<file path="src/ivpu_defs.svh">
`ifndef IVPU_DEFS_SVH
`define IVPU_DEFS_SVH
`define VEC_AREA_BASE 24'hFFFF00
`define VEC_STEP 8'h04
`define VEC_SWTRAP0 8'h00
`define VEC_ILLEGAL 8'h08
`define VEC_PIN_NMI 8'h20
`define VEC_WATCHDOG 8'h24
`define VEC_MASKABLE_FIRST 8'h28
`define VEC_DMA_DONE_FIRST 8'hA0
`define VEC_RESERVED_FIRST 8'hB0
`define START_CODE_FIRST 8'h28
`define START_CODE_LAST 8'h9C
`define START_CODE_SOFT 8'hFC
`define LEVEL_NMI 3'h7
`define LEVEL_DMA 3'h6
`define MASK_RESET 3'h7
`define NUM_MASKABLE 35
`define NUM_TRIGGERABLE 31
`endif

</file>
<file path="src/ivpu_pkg.sv">
package ivpu_pkg;
    typedef logic [2:0] level_t;
    typedef logic [7:0] vector_t;
    typedef enum logic [1:0]
    {
        KIND_MASKABLE = 2'h0,
        KIND_PIN_NMI = 2'h1,
        KIND_WATCHDOG = 2'h2,
        KIND_DMA = 2'h3
    } req_kind_t;
    // request handed to the cpu core
    typedef struct packed
    {
        logic valid;
        req_kind_t kind;
        level_t level;
        vector_t vector;
        logic [1:0] dmaChannel;
    } cpu_req_t;
    // cpu side events
    typedef struct packed
    {
        logic acceptStrobe;
        logic trapStrobe;
        logic illegalStrobe;
        logic [2:0] trapNumber;
        logic firstInstrDone;
        logic returnStrobe;
        level_t restoredMask;
        logic setMaskStrobe;
        level_t setMaskValue;
    } cpu_evt_t;
endpackage

</file>
<file path="src/ivpu_priority_pick.sv">
`timescale 1ns/100ps
`include "ivpu_defs.svh"
// lowest index (smallest vector) with highest level
module ivpu_priority_pick
#(
    parameter int N = 35
)
(
    // pending inputs
    input wire logic [N-1:0] pending,
    input wire logic [N*3-1:0] levels,
    // winner
    output logic found,
    output logic [5:0] index,
    output logic [2:0] level
);
    import ivpu_pkg::*;

    initial
    begin
        if (N < 1 || N > 63)
        begin
            $error("ivpu_priority_pick: N out of range");
        end
    end

    always_comb
    begin
        found = 1'b0;
        index = 6'h00;
        level = 3'h0;
        for (int i = 0; i < N; i++)
        begin
            // strictly greater keeps smaller vector on ties
            if (pending[i] && levels[i*3 +: 3] != 3'h0 && levels[i*3 +: 3] != 3'h7
                && (!found || levels[i*3 +: 3] > level))
            begin
                found = 1'b1;
                index = 6'(i);
                level = levels[i*3 +: 3];
            end
        end
    end
endmodule

</file>
<file path="src/interrupt_vector_priority_unit.sv">
`timescale 1ns/100ps
`include "ivpu_defs.svh"
// Notes on behaviour
// - traps ignore mask, never change mask
// - trap handler nests requests at mask or above
// - requests at or above mask nest, except maskable levels 0 and 7
// - new request sampled after first instruction
// - vector area FFFF00H to FFFFFFH only
// - nonmaskable vectors 0000H to 0024H step four
// - nine pin requests 0028H to 0048H
// - timer requests 004CH to 0080H
// - serial from 0084H, conversion done 009CH
// - dma done 00A0H to 00ACH, no code
// - start code equals vector low byte
// - code FCH selects software dma request
// - dma requests presented at level six
// - fetch address is base plus vector
// - equal levels: dma first, then smaller vector, cleared
// - maskable accept sets mask level plus one, dma accept leaves it
module interrupt_vector_priority_unit
#(
    parameter int DMA_CHANNELS = 4
)
(
    // clock and reset
    input wire logic clk,
    input wire logic sys_rst,
    // request events, one bit per maskable source in vector order
    input wire logic [`NUM_MASKABLE-1:0] sourceEvent,
    input wire logic [`NUM_MASKABLE*3-1:0] sourceLevel,
    input wire logic pinNmiEvent,
    input wire logic watchdogRequest,
    // dma start codes and software start strobes
    input wire logic [DMA_CHANNELS*8-1:0] dmaStartCode,
    input wire logic [DMA_CHANNELS-1:0] softStartStrobe,
    // cpu events
    input wire ivpu_pkg::cpu_evt_t cpuEvent,
    // to cpu
    output ivpu_pkg::cpu_req_t cpuRequest,
    output logic [23:0] fetchAddress,
    output logic [2:0] cpuMaskLevel,
    output logic sampleBlocked,
    output logic [`NUM_MASKABLE-1:0] pendingFlags,
    output logic pinNmiPending,
    output logic [DMA_CHANNELS-1:0] softPending
);
    import ivpu_pkg::*;

    initial
    begin
        if (DMA_CHANNELS != 4)
        begin
            $error("interrupt_vector_priority_unit: four dma channels only");
        end
    end

    // source index to vector: maskable run starts at 0028H
    function automatic vector_t indexToVector(input logic [5:0] idx);
        indexToVector = 8'(`VEC_MASKABLE_FIRST + {idx, 2'b00});
    endfunction

    // start code to source index, valid only for triggerable codes
    function automatic logic codeValid(input vector_t code);
        // only 28H..9CH on a four step
        codeValid = code >= `START_CODE_FIRST && code <= `START_CODE_LAST
            && code[1:0] == 2'b00;
    endfunction

    function automatic logic [5:0] codeToIndex(input vector_t code);
        vector_t off;
        off = 8'(code - `START_CODE_FIRST);
        codeToIndex = off[7:2];
    endfunction

    // ==========================================================
    // pending flags
    // ==========================================================
    logic [`NUM_MASKABLE-1:0] pending, next_pending;
    logic nmiPend, next_nmiPend;
    logic [DMA_CHANNELS-1:0] softPend, next_softPend;
    cpu_req_t held, next_held;
    logic [`NUM_MASKABLE-1:0] dmaRouted;
    logic dmaFound;
    logic [1:0] dmaChan;
    logic [5:0] dmaIdx;
    logic pickFound;
    logic [5:0] pickIdx;
    level_t pickLevel;
    logic [`NUM_MASKABLE-1:0] pickable;

    always_comb
    begin
        dmaRouted = '0;
        dmaFound = 1'b0;
        dmaChan = 2'h0;
        dmaIdx = 6'h00;
        for (int c = DMA_CHANNELS - 1; c >= 0; c--)
        begin
            if (codeValid(dmaStartCode[c*8 +: 8]))
            begin
                dmaRouted[codeToIndex(dmaStartCode[c*8 +: 8])] = 1'b1;
            end
        end
        // lowest channel wins
        for (int c = DMA_CHANNELS - 1; c >= 0; c--)
        begin
            if (codeValid(dmaStartCode[c*8 +: 8])
                && pending[codeToIndex(dmaStartCode[c*8 +: 8])])
            begin
                dmaFound = 1'b1;
                dmaChan = 2'(c);
                dmaIdx = codeToIndex(dmaStartCode[c*8 +: 8]);
            end
            else if (dmaStartCode[c*8 +: 8] == `START_CODE_SOFT && softPend[c])
            begin
                dmaFound = 1'b1;
                dmaChan = 2'(c);
                dmaIdx = 6'h3F;
            end
        end
        pickable = pending & ~dmaRouted;
    end

    ivpu_priority_pick #(.N(`NUM_MASKABLE)) picker
    (
        .pending(pickable),
        .levels(sourceLevel),
        .found(pickFound),
        .index(pickIdx),
        .level(pickLevel)
    );

    // ==========================================================
    // mask level and request selection
    // ==========================================================
    level_t mask, next_mask;
    logic blocked, next_blocked;
    logic accept;

    assign accept = cpuEvent.acceptStrobe && held.valid;

    always_comb
    begin
        next_pending = pending | sourceEvent;
        next_nmiPend = nmiPend | pinNmiEvent;
        next_softPend = softPend | softStartStrobe;
        next_mask = mask;
        next_blocked = blocked;
        next_held = held;
        if (cpuEvent.setMaskStrobe)
        begin
            next_mask = cpuEvent.setMaskValue;
        end
        if (cpuEvent.returnStrobe)
        begin
            next_mask = cpuEvent.restoredMask;
        end
        // trap acceptance bypasses mask and leaves it alone
        if (cpuEvent.trapStrobe || cpuEvent.illegalStrobe)
        begin
            next_blocked = 1'b1;
        end
        if (accept)
        begin
            // hold off sampling until first instruction ran
            next_blocked = 1'b1;
            // clear the delivered request; a new edge still wins
            if (held.kind == KIND_PIN_NMI)
            begin
                next_nmiPend = pinNmiEvent;
            end
            else if (held.kind == KIND_DMA && dmaIdx == 6'h3F)
            begin
                next_softPend[held.dmaChannel] = softStartStrobe[held.dmaChannel];
            end
            else if (held.kind != KIND_WATCHDOG)
            begin
                next_pending[(held.kind == KIND_DMA) ? dmaIdx
                    : 6'(8'(held.vector - `VEC_MASKABLE_FIRST) >> 2)]
                    = sourceEvent[(held.kind == KIND_DMA) ? dmaIdx
                    : 6'(8'(held.vector - `VEC_MASKABLE_FIRST) >> 2)];
            end
            // mask to level plus one, saturating
            if (held.kind == KIND_PIN_NMI || held.kind == KIND_WATCHDOG)
            begin
                next_mask = `LEVEL_NMI;
            end
            else if (held.kind == KIND_MASKABLE)
            begin
                next_mask = (held.level >= 3'h6) ? 3'h7 : 3'(held.level + 3'h1);
            end
        end
        if (cpuEvent.firstInstrDone)
        begin
            next_blocked = 1'b0;
        end
        // offer anything at or above the mask except maskable levels 0 and 7
        next_held = '0;
        if (!next_blocked && !accept)
        begin
            if (nmiPend)
            begin
                next_held = '{1'b1, KIND_PIN_NMI, `LEVEL_NMI, `VEC_PIN_NMI, 2'h0};
            end
            else if (watchdogRequest)
            begin
                next_held = '{1'b1, KIND_WATCHDOG, `LEVEL_NMI, `VEC_WATCHDOG, 2'h0};
            end
            else if (dmaFound && `LEVEL_DMA >= next_mask)
            begin
                next_held = '{1'b1, KIND_DMA, `LEVEL_DMA,
                    (dmaIdx == 6'h3F) ? `START_CODE_SOFT : indexToVector(dmaIdx), dmaChan};
            end
            else if (pickFound && pickLevel >= next_mask)
            begin
                next_held = '{1'b1, KIND_MASKABLE, pickLevel, indexToVector(pickIdx), 2'h0};
            end
        end
    end

    always_ff @(posedge clk)
    begin
        if (sys_rst)
        begin
            pending <= '0;
            nmiPend <= 1'b0;
            softPend <= '0;
            mask <= `MASK_RESET;
            blocked <= 1'b0;
            held <= '0;
        end
        else
        begin
            pending <= next_pending;
            nmiPend <= next_nmiPend;
            softPend <= next_softPend;
            mask <= next_mask;
            blocked <= next_blocked;
            held <= next_held;
        end
    end

    // ==========================================================
    // vector fetch address
    // ==========================================================
    logic [23:0] fetch, next_fetch;
    logic [2:0] trapNum;

    always_comb
    begin
        trapNum = cpuEvent.trapNumber;
        next_fetch = fetch;
        // traps at step four, illegal shares trap two
        if (cpuEvent.trapStrobe)
        begin
            next_fetch = `VEC_AREA_BASE | 24'({trapNum, 2'b00});
        end
        else if (cpuEvent.illegalStrobe)
        begin
            next_fetch = `VEC_AREA_BASE | 24'(`VEC_ILLEGAL);
        end
        // base plus vector inside the area; maskable source 34 reaches B0H
        else if (accept && held.kind != KIND_DMA)
        begin
            next_fetch = `VEC_AREA_BASE | 24'(held.vector);
        end
    end

    always_ff @(posedge clk)
    begin
        if (sys_rst)
        begin
            fetch <= `VEC_AREA_BASE;
        end
        else
        begin
            fetch <= next_fetch;
        end
    end

    assign cpuRequest = held;
    assign fetchAddress = fetch;
    assign cpuMaskLevel = mask;
    assign sampleBlocked = blocked;
    assign pendingFlags = pending;
    assign pinNmiPending = nmiPend;
    assign softPending = softPend;
endmodule

</file>
<file path="config.mk">
export PLATFORM = sky130hd
export DESIGN_NAME = interrupt_vector_priority_unit
export DESIGN_NICKNAME = d
export VERILOG_FILES = /design/src/ivpu_pkg.sv /design/src/ivpu_priority_pick.sv /design/src/interrupt_vector_priority_unit.sv
export VERILOG_INCLUDE_DIRS = /design/src /design/src/src
export SDC_FILE = /design/constraint.sdc
export NUM_CORES = 1
export LEC_CHECK = 0
export ABC_AREA = 1
export BUFFER_PORTS_ARGS = -buffer_cell sky130_fd_sc_hd__buf_2
export CAP_MARGIN = 20
export CORE_ASPECT_RATIO = 0.7
export CORE_MARGIN = 4
export CORE_UTILIZATION = 40
export DETAILED_ROUTE_END_ITERATION = 10
export GPL_ROUTABILITY_DRIVEN = 1
export GPL_TIMING_DRIVEN = 0
export PLACE_DENSITY = 0.63
export SLEW_MARGIN = 15
export SYNTH_ARGS = -nofsm -noshare
export SYNTH_HDL_FRONTEND = slang
export SYNTH_SLANG_ARGS = --single-unit
</file>
<file path="constraint.sdc">
create_clock -name clk -period 127 [get_ports clk]
set_input_delay 12.7 -clock clk [delete_from_list [all_inputs] [get_ports clk]]
set_output_delay 12.7 -clock clk [all_outputs]
set_load 0.005 [all_outputs]
</file>
# Yosys cells after proc, flatten, opt, wreduce, memory -nomap -nowiden
# Cells that the tools add are included.
[word_totals]
reg_bits = 68
in_bits = 195
elab_cells = 568
[classes]
add_sub_neg = 8
order_cmp = 57
eq_ne = 45
n_mux = 185
n_bitwise = 9
n_reduce_logical = 249
[ops]
columns = ["op", "n"]
rows = [
  ["35-bit 2-to-1 mux", 8],
  ["35-bit bitwise OR", 4],
  ["3-bit 2-to-1 mux", 45],
  ["1-bit logical AND", 132],
  ["3-bit nonzero test", 36],
  ["3-bit inequality test (second input constant)", 35],
  ["3-bit > comparator", 34],
  ["5-bit 2-to-1 mux", 19],
  ["6-bit 2-to-1 mux", 12],
  ["16-bit 2-to-1 mux", 4],
  ["1-bit 2-to-1 mux", 61],
  ["4-bit 2-to-1 mux", 11],
  ["8-bit by 6-bit subtractor with 8-bit output (second input constant)", 5],
  ["1-bit logical NOT", 36],
  ["1-bit logical OR", 36],
  ["35-bit bitwise AND", 1],
  ["35-bit bitwise mux", 1],
  ["6-bit by 7-bit < comparator with 1-bit output (second input constant)", 5],
  ["35-bit inverter", 1],
  ["8-bit == test (second input constant)", 4],
  ["8-bit by 6-bit >= comparator with 1-bit output (second input constant)", 4],
  ["8-bit less-or-equal comparator (second input constant)", 4],
  ["1-bit binary-select mux with 6-bit select", 5],
  ["1-bit demux with 6-bit select", 5],
  ["24 further kinds", 45],
]

# Depth between registers and ports, before layout
# Gate-level depths: netlist of run 1.
[logic_depth]
depth_word = 159
mapped_depth = 351

# Modules after synthesis
# From an unflattened synthesis of run 1, not the netlist that was laid out.
[unflattened]
hier_cells = 2357
area_unflattened_um2 = 13306.5
[by_module_without_submodules]
columns = ["mod", "n_inst", "cells_each", "area_per_inst_um2", "seq_area_each_um2"]
rows = [
  ["interrupt_vector_priority_unit", 1, 1411, 8089.0, 1281.2],
  ["ivpu_priority_pick", 1, 946, 5217.5, 0.0],
]

# Worst setup path before layout of run 1
# OpenSTA, ideal clock, no wires.
[synth_path]
kind = "input-to-reg"
start = "input port dmaStartCode[19]"
end = "register held (netlist bit cpuRequest[4])"
setup_time_ns = 0.092
t_arrival_ns = 49.800
required_time_ns = 126.908
slack_ns = 77.108
cell_stages = 327
path_cell_list = "buf_2 inv_1 clkbuf_1 ha_1 xnor2_1 nor2_1 nand2_1 nor2_1 nor2_1 nand3_2 inv_1 nand2_1 ha_1 nand2_1 o21ai_0 nand2_1 nand3_1 nand2_1 (+291 left out) o21ai_0 ha_1 a21oi_1 o21ai_0 nand2_1 o21ai_0 nand2_2 inv_1 nand2_1 nand2_1 ha_1 nand2_1 o211ai_1 nand2_1 inv_1 nand2_1 o21a_1 nor4_1"
[synth_via]
elab_chain_len = 157
elab_cells_between_ends = 355
[synth_lines]
columns = ["item", "line", "rtl"]
rows = [
  ["start: declaration", "interrupt_vector_priority_unit.sv:34", "input wire logic [DMA_CHANNELS*8-1:0] dmaStartCode,"],
  ["parallel branches: the longest is 155 deep, another holds 8-bit by 6-bit subtractor with 8-bit output", "--", ""],
  ["16-bit 2-to-1 mux (*)", "interrupt_vector_priority_unit.sv:209", "else if (dmaFound && `LEVEL_DMA >= next_mask)"],
  ["16-bit 2-to-1 mux (*)", "interrupt_vector_priority_unit.sv:205", "else if (watchdogRequest)"],
  ["end signal: assignment", "interrupt_vector_priority_unit.sv:239", "held <= next_held;"],
  ["end: declaration", "interrupt_vector_priority_unit.sv:81", "cpu_req_t held, next_held;"],
]
# Mark *: on every way between the ends. The select of a mux whose other input is x is not followed.
# A chain may end at the register's enable or synchronous reset.

# Worst setup path in the final report of run 1
[layout_path]
start = "input port dmaStartCode[11]"
end = "register held (netlist bit cpuRequest[10])"
[layout_via]
elab_chain_len = 156
elab_cells_between_ends = 308
[layout_lines]
columns = ["item", "line", "rtl"]
rows = [
  ["8-bit by 6-bit subtractor with 8-bit output (no source line)", "--", ""],
  ["6-bit by 7-bit < comparator with 1-bit output (not written as such) / 6-bit by 1-bit >= comparator with 1-bit output (equally long branches)", "interrupt_vector_priority_unit.sv:101", "dmaRouted[codeToIndex(dmaStartCode[c*8 +: 8])] = 1'b1;"],
  ["1-bit logical AND (not written as such)", "interrupt_vector_priority_unit.sv:101", ""],
  ["1-bit 2-to-1 mux (not written as such)", "interrupt_vector_priority_unit.sv:101", ""],
  ["1-bit demux with 6-bit select", "interrupt_vector_priority_unit.sv:101", ""],
  ["35-bit bitwise OR (no source line)", "--", ""],
  ["35-bit 2-to-1 mux", "interrupt_vector_priority_unit.sv:99", "if (codeValid(dmaStartCode[c*8 +: 8]))"],
  ["35-bit bitwise OR (no source line)", "--", ""],
  ["(+140 left out)", "--", ""],
  ["1-bit logical AND", "ivpu_priority_pick.sv:36", "&& (!found || levels[i*3 +: 3] > level))"],
  ["3-bit 2-to-1 mux", "ivpu_priority_pick.sv:35", "if (pending[i] && levels[i*3 +: 3] != 3'h0 && levels[i*3 +: 3] != 3'h7"],
  ["3-bit >= comparator", "interrupt_vector_priority_unit.sv:214", "else if (pickFound && pickLevel >= next_mask)"],
  ["1-bit logical AND", "interrupt_vector_priority_unit.sv:214", ""],
  ["16-bit 2-to-1 mux", "interrupt_vector_priority_unit.sv:214", ""],
  ["16-bit 2-to-1 mux (*)", "interrupt_vector_priority_unit.sv:209", ""],
  ["16-bit 2-to-1 mux (*)", "interrupt_vector_priority_unit.sv:205", ""],
  ["16-bit 2-to-1 mux (*)", "interrupt_vector_priority_unit.sv:201", "if (nmiPend)"],
]
# Mark *: on every way between the ends. The rest lies on a longest branch, timed or not. The select of a mux whose other input is x is not followed.

==> metrics.md, run 1 <==
| Metric | Value |
|---|---|
| Outcome | finished, final reports clean |
| Proportion of netlist area held by the largest area contributor | 15.9% |
| EDFF count, synth | 0 |
| Setup crit start kind | primary input |
| Vias/cell | 5.66 |
| Number of storage elements in the synthesis netlist | 64 |
| Critical path endpoint category | register |
| Most prevalent standard cell on the critical path | sky130_fd_sc_hd__o21ai_0 |
| Peak Freq | about 18 MHz |
| Worst path max stage delay | around 0.55 ns |
| Core ar. | roughly 0.030 mm^2 |
| Most frequent standard cell in the layout excluding fill and tap cells | sky130_fd_sc_hd__nand2_1 |
| Classification of the worst setup path | primary input to register |
| Die outline height | about 160 um |
| DRT iter0 DRCs | approximately 2100 |
| Routed Wire Length | around 57 mm |
| Mapped Avg Cell Area | roughly 5.7 um^2 |
| Effective utilization at floorplan | between 40% and 50% |
| Leakage | between 7 and 8 nW |
| Via total after detailed routing | 16251 |
| Async set-reset flop share out of synthesis | 0% |
| Cell types occupying the most area after synthesis | sky130_fd_sc_hd__nand2_1 (16%), sky130_fd_sc_hd__ha_1 (11%), sky130_fd_sc_hd__dfxtp_1 (10%), sky130_fd_sc_hd__inv_1 (9.2%), sky130_fd_sc_hd__o21ai_0 (7.9%) |
| H-tree Lvls | 3 |
| Slew at the pin with the worst max-slew slack | ~1.1 ns |
| Clock tree from TritonCTS | done |
| Cell with the largest stage delay on the worst path | sky130_fd_sc_hd__xnor2_1 |
| Routed length per placed instance | around 20 um |
| Count of boundary I/O pins | roughly 280 |
| Setup tns final | 0 ns |
| Worst max-slew margin expressed relative to the limit | a little under a quarter |
| Critical register-to-register path startpoint | pendingFlags[0] |
| Final worst clock skew | between 0.006 and 0.007 ns |
| Final Cycle Share | approximately 44% |
| Cell Pwr Density | 20.8 mW/mm^2 |
| Maximum number of pins on one net before global-route repair | 13 |
| Placed cell count | about 2900 |
| Number of routed nets with antenna violations | 0 |
| Hold WC Path Type | register to register |
| Endpoint of the most critical register-to-register path | cpuRequest[10] |
| Count of different cell masters after synthesis | 60 |
| Hold violation count in the final report | 0 |
| Final #Nets | 2761 |
| Number of cells on the worst reg-to-reg path | about 310 |
| Register-to-register setup slack | around 85 ns |
| CP arrival | 56.62 ns |
| Share of layout cells above drive strength 1 | 17.6% |
| Number of filler cells placed in the layout | ~3300 |
| Final estimated routing congestion in global placement | approximately 1.0 |
| Final core utilization | 48.3% |
| Number of gates given a new drive strength after cts | 0 |
| Total of warnings raised by yosys | 0 |
| Mapped Cells | between 2000 and 2500 |
| Die span in x | ~220 um |
| Worst path required time | approximately 130 ns |
| Filler-free cell count of the finished design | 2872 |
| Count of buffers added by post-CTS timing repair for setup | 0 |
| Largest fanout of any net on the critical path | 12 |
| Clock transition at the registers of the reported paths | ~0.06 ns |
| Global-route wire length before repair | 84.3 mm |
| Via count of the first global-routing pass | around 14000 |
| Top library cells by usage in the layout, fill and taps aside | sky130_fd_sc_hd__nand2_1 (526), sky130_fd_sc_hd__inv_1 (305), sky130_fd_sc_hd__buf_2 (264) |
| Number of buffers added to fix hold violations after cts | 0 |
| Main flop type after synthesis | sky130_fd_sc_hd__dfxtp_1 |
| Seq/Total Area, Yosys | between 10 and 15% |
| Floorplan row count | 53 |
| Number of buffers added by the clock tree synthesis step | 9 |
| Clock network latency to the later pin of the worst-skew pair | about 0.35 ns |
| Peak supply drop | approximately 0.011 mV |
| Total congestion overflow after global routing | 0 |
| Number of sinks driven by the clock tree | 64 |
| Detailed Place HPWL | between 40 and 50 mm |
| Worst Setup EP | cpuRequest[10] |
| Layout Area Growth over Synthesis | 17.8% |
| Max Root-Sink Buffers | 2 |
| Max-capacitance violation count | 0 |
| Cell area after synthesis | between 0.01 and 0.015 mm^2 |
| Unrepaired setup endpoints after global routing | no |
| GR Util All Layers | approximately a third |
| Slew Viols, Final | 0 |
| Worst setup timing slack at the placement stage | 70.69 ns |
| Root buffer cell | sky130_fd_sc_hd__clkbuf_16 |
| DRC errors left | 0 |
| Antenna violations before repair | 4 |
| Count of cells along the worst hold path | 2 |
| Total Die Area | 0.0340 mm^2 |
| Port buffer count | 255 |
| First-pass DRT Iterations | 6 |
| Library cell with the largest summed area after synthesis | sky130_fd_sc_hd__nand2_1 |
| Final worst-path setup slack | just over 70 ns |
| Time the worst path needs with I/O delays and setup | 56.35 ns |
| Critical path launch point | dmaStartCode[11] |
| Number of endpoints failing setup at the final stage | 0 |
[power by group]
part / switching (mW) / internal, mW / total (mW)
Combinational: 0.161 / 0.0900 / 0.251
Sequential: 0.00574 / 0.0227 / 0.0285
Clock: 0.00925 / 0.0162 / 0.0255
Total: 0.176 / 0.129 / 0.305
[state kept, by name, indices dropped and copies added, names as in the netlist]
signal         cells
cpuMaskLevel       3
fetchAddress       6
pinNmiPending      1
cpuRequest        14
sampleBlocked      1
pendingFlags      35
softPending        4
[critical path, delay by kind of cell]
kind	cells	cell delay, ns
buffers and inverters	43	3.40
AOI/OAI and AO/OA	90	15.44
and+or+nand+nor	145	13.39
xor gates and xnor gates	1	0.55
adders and majority gates	36	11.15
[synth_stat cells (all sizes together), types with 26 or more instances]
library cell	n
clkbuf	26
nor3	52
o21ai	201
nor2	227
a21oi	130
inv	313
buf	30
o311ai	39
nand3	154
ha	112
o22ai	27
nand2	604
dfxtp	64
[layout make-up]
type                    instances  area (um^2)  area share, %
repair buffers                262         1320           8.98
plain buffers                  56          294           2.01
flip-flops and latches         64         1280           8.75
inverters                     316         1190           8.10
diodes                          1         2.50         0.0171
well taps                     412          515           3.52
clock inverters                 3         40.0          0.273
multi-input cells            1745         9750           66.6
clock buffers                  13          260           1.78
[cells by family (layout without fill, tap and decap cells)]
kind of cell             after synthesis  in the layout  synth area share, %
XOR/XNOR                               7              7                0.554
flip-flops                            64             64                 10.3
AND/OR/NAND/NOR                     1084           1084                 40.2
multiplexers                           2              2                0.171
buffers and inverters                372            650                 11.9
AO/OA/AOI/OAI                        520            520                 25.6
adder cells (fa/ha/maj)              112            112                 11.3
other                                  2             21               0.0604
[metal layers]
layer	track usage, %	vias to the layer above	routed length (um)
met5	0	-	27
met4	5.89	6	1050
met3	9.74	88	7370
met2	44.0	841	21900
met1	48.3	7421	26600
li1	-	7895	-
[through the flow]
step                cell area (um^2)  power (mW)  hold slack, ns
floorplan                      12500       0.218           0.483
global placement               14300       0.266           0.477
detailed placement             14300       0.274           0.484
CTS                            14600       0.301           0.489
global route                   14600       0.341           0.535
finish                         14600       0.305           0.489
[worst min-delay path by stage]
stage | startpoint | to
4_1_cts | fetchAddress[3] | fetchAddress[3]
3_5_place_dp | fetchAddress[3] | fetchAddress[3]
2_1_floorplan | cpuRequest[9] | fetchAddress[7]
6_report | fetchAddress[3] | fetchAddress[3]
5_1_grt | fetchAddress[6] | fetchAddress[6]
3_3_place_gp | fetchAddress[3] | fetchAddress[3]
Note: power is estimated with default switching activity, not from simulation.
==> inputs of run 2 (changes only) <==
--- a/config.mk
+++ b/config.mk
@@ -15,7 +15,7 @@
 export DETAILED_ROUTE_END_ITERATION = 10
 export GPL_ROUTABILITY_DRIVEN = 1
 export GPL_TIMING_DRIVEN = 0
-export PLACE_DENSITY = 0.63
+export PLACE_DENSITY = 0.65
 export SLEW_MARGIN = 15
 export SYNTH_ARGS = -nofsm -noshare
 export SYNTH_HDL_FRONTEND = slang
==> constraint.sdc (replaced) <==
create_clock -name clk -period 50.2 [get_ports clk]
set_input_delay 5.02 -clock clk [delete_from_list [all_inputs] [get_ports clk]]
set_output_delay 5.02 -clock clk [all_outputs]
set_load 0.005 [all_outputs]
==> metrics.md, run 2 (synthesized netlist as in run 1, its figures left out) <==
| Metric | Value |
|---|---|
| Number of buffers added to fix hold violations after cts | 0 |
| CP arrival | between 40 and 50 ns |
| Classification of the worst setup path | primary input to register |
| Number of flip-flops in the largest register | 35 |
| Floorplan row count | 53 |
| Hold WC Path Type | register to register |
| Vias/cell | about 5.6 |
| Antenna violations before repair | 3 |
| Worst path required time | approximately 50 ns |
| H-tree Lvls | 3 |
| Grt met2 use | 44.4% |
| Slew Viols, Final | 0 |
| Worst max-slew margin expressed relative to the limit | 13.0% |
| DRC errors left | 0 |
| Die span in x | approximately 220 um |
| Number of endpoints failing setup at the final stage | 0 |
| Routed Wire Length | 57.3 mm |
| Total congestion overflow after global routing | 0 |
| Number of routed nets with antenna violations | 0 |
| Cell Pwr Density | roughly 54 mW/mm^2 |
| Maximum number of pins on one net before global-route repair | 13 |
| Via total after detailed routing | 16295 |
| Total net switching power | between 400 and 500 uW |
| Time the worst path needs with I/O delays and setup | 45.73 ns |
| Count of buffer and inverter cells on the critical path | slightly above 40 |
| Largest fanout of any net on the critical path | 12 |
| Via count of the first global-routing pass | between 10000 and 15000 |
| Max Root-Sink Buffers | 2 |
| Effective utilization at floorplan | approximately 40% |
| Layout Area Growth over Synthesis | 20.1% |
| Critical path endpoint category | register |
| Most prevalent standard cell on the critical path | sky130_fd_sc_hd__nand2_1 |
| Count of boundary I/O pins | ~280 |
| Peak supply drop | 0.0366 mV |
| Area of all placed cells without fillers | about 0.015 mm^2 |
| Placed cell count | approximately 2900 |
| Total Die Area | 0.0340 mm^2 |
| Port buffer count | 255 |
| M3 GR Usage | 9.53% |
| Met1 Usage GRT | 48.4% |
| Cell-internal power | 337 uW |
| Core ar. | between 0.03 and 0.04 mm^2 |
| Die outline height | about 160 um |
| Most frequent standard cell in the layout excluding fill and tap cells | sky130_fd_sc_hd__nand2_1 |
| Root buffer cell | sky130_fd_sc_hd__clkbuf_16 |
| Clock transition at the registers of the reported paths | about 0.060 ns |
| Most Crowded Layer GR | met1 |
| Switching power share of the total | ~58% |
| Slew at the pin with the worst max-slew slack | between 1 and 1.5 ns |
| Detailed Place HPWL | around 48 mm |
| Part of the total power dissipated in sequential elements | between 8 and 9% |
| Number of buffers added by the clock tree synthesis step | 9 |
| Final Cycle Share | about nine tenths |
| Worst hold margin | ~0.49 ns |
| Worst path max stage delay | between 0.3 and 0.4 ns |
| Routed length per placed instance | 19.8 um |
| Hold violation count in the final report | 0 |
| Global-route wire length before repair | 84.4 mm |
| Filler-free cell count of the finished design | 2887 |
| Portion of total power attributed to the clock network | 8.1% |
| Cell with the largest stage delay on the worst path | sky130_fd_sc_hd__ha_1 |
| Top library cells by usage in the layout, fill and taps aside | sky130_fd_sc_hd__nand2_1 (519), sky130_fd_sc_hd__inv_1 (302), sky130_fd_sc_hd__buf_2 (259) |
| Outcome | finished, final reports clean |
| First-pass DRT Iterations | 6 |
| Clock network latency to the later pin of the worst-skew pair | ~0.34 ns |
| Clock tree from TritonCTS | done |
| Overall power of the completed layout | 800 uW |
| Setup crit start kind | primary input |
| Top cell family by delay on the critical path | simple AND/OR/NAND/NOR gates |
| Final #Nets | ~2800 |
| Share of layout cells above drive strength 1 | around 20% |
| GR Util All Layers | 31.8% |
| Max-capacitance violation count | 0 |
| Final worst clock skew | ~0.0087 ns |
| Number of sinks driven by the clock tree | between 60 and 70 |
| Peak Freq | between 20 and 25 MHz |
| Final estimated routing congestion in global placement | 1.02 |
| Post-place instance area | 0.0143 mm^2 |
| DRT iter0 DRCs | 1753 |
| Power share of the combinational group | between 80 and 90% |
| Leakage | ~7.6 nW |
## run 2: worst reg2reg max path, delay by kind of cell (launching register included)
| family | cells | cell delay (ns) |
|---|---|---|
| flip-flops | 1 | 0.43 |
| AND/OR/NAND/NOR | 156 | 14.37 |
| adder cells (fa/ha/maj) | 35 | 10.53 |
| AO/OA/AOI/OAI | 87 | 12.60 |
| buffers and inverters | 37 | 2.23 |
## run 2: per-stage QoR
stage          setup slack [ns]  TNS [ns]  utilization [%]
3_5_place_dp               1.33         0             47.2
4_1_cts                    1.51         0             48.2
2_1_floorplan              7.99         0                -
6_report                   4.47         0             49.3
5_1_grt                 -0.0961    -0.107             49.2
3_3_place_gp               2.42         0             47.2
## run 2: power by group through the flow
stage / combinational (mW) / sequential [mW] / clock (mW)
2_1_floorplan: 0.488 / 0.0644 / 0
5_1_grt: 0.757 / 0.0708 / 0.0674
4_1_cts: 0.632 / 0.0699 / 0.0651
3_5_place_dp: 0.629 / 0.0707 / 0
6_report: 0.664 / 0.0708 / 0.0647
3_3_place_gp: 0.605 / 0.0710 / 0
## run 2: layout make-up
class                      instances  area (um^2)
antenna                            2         5.00
buffer                            53          297
clock buffer                      10          239
clock inverter                     6         68.8
fill                            3254        15400
inverter                         316         1200
multi-input combinational       1745         9880
sequential                        64         1280
tap                              412          515
timing repair buffer             278         1440
timing repair inverter             1         5.00
## run 2: what timing repair did
item	in CTS	in global routing
gates resized for setup	0	88
buffers inserted	0	21
setup endpoints to repair	0	10
## run 2: final timing paths
path	from	end	slack [ns]	cells after the start
max	dmaStartCode[27]	cpuRequest[8]	4.47	324
min	fetchAddress[3]	fetchAddress[3]	0.49	2
max reg2reg	pendingFlags[0]	cpuRequest[8]	10.06	315
min reg2reg	fetchAddress[3]	fetchAddress[3]	0.49	2
## run 2: routing by layer
| metal | up-vias | part of all wire [%] | routed length (um) |
|---|---|---|---|
| li1 | 7924 | - | - |
| met1 | 7458 | 48 | 27400 |
| met2 | 822 | 39 | 22200 |
| met3 | 89 | 12 | 6610 |
| met4 | 2 | 1.8 | 1030 |
| met5 | - | 0.030 | 17 |
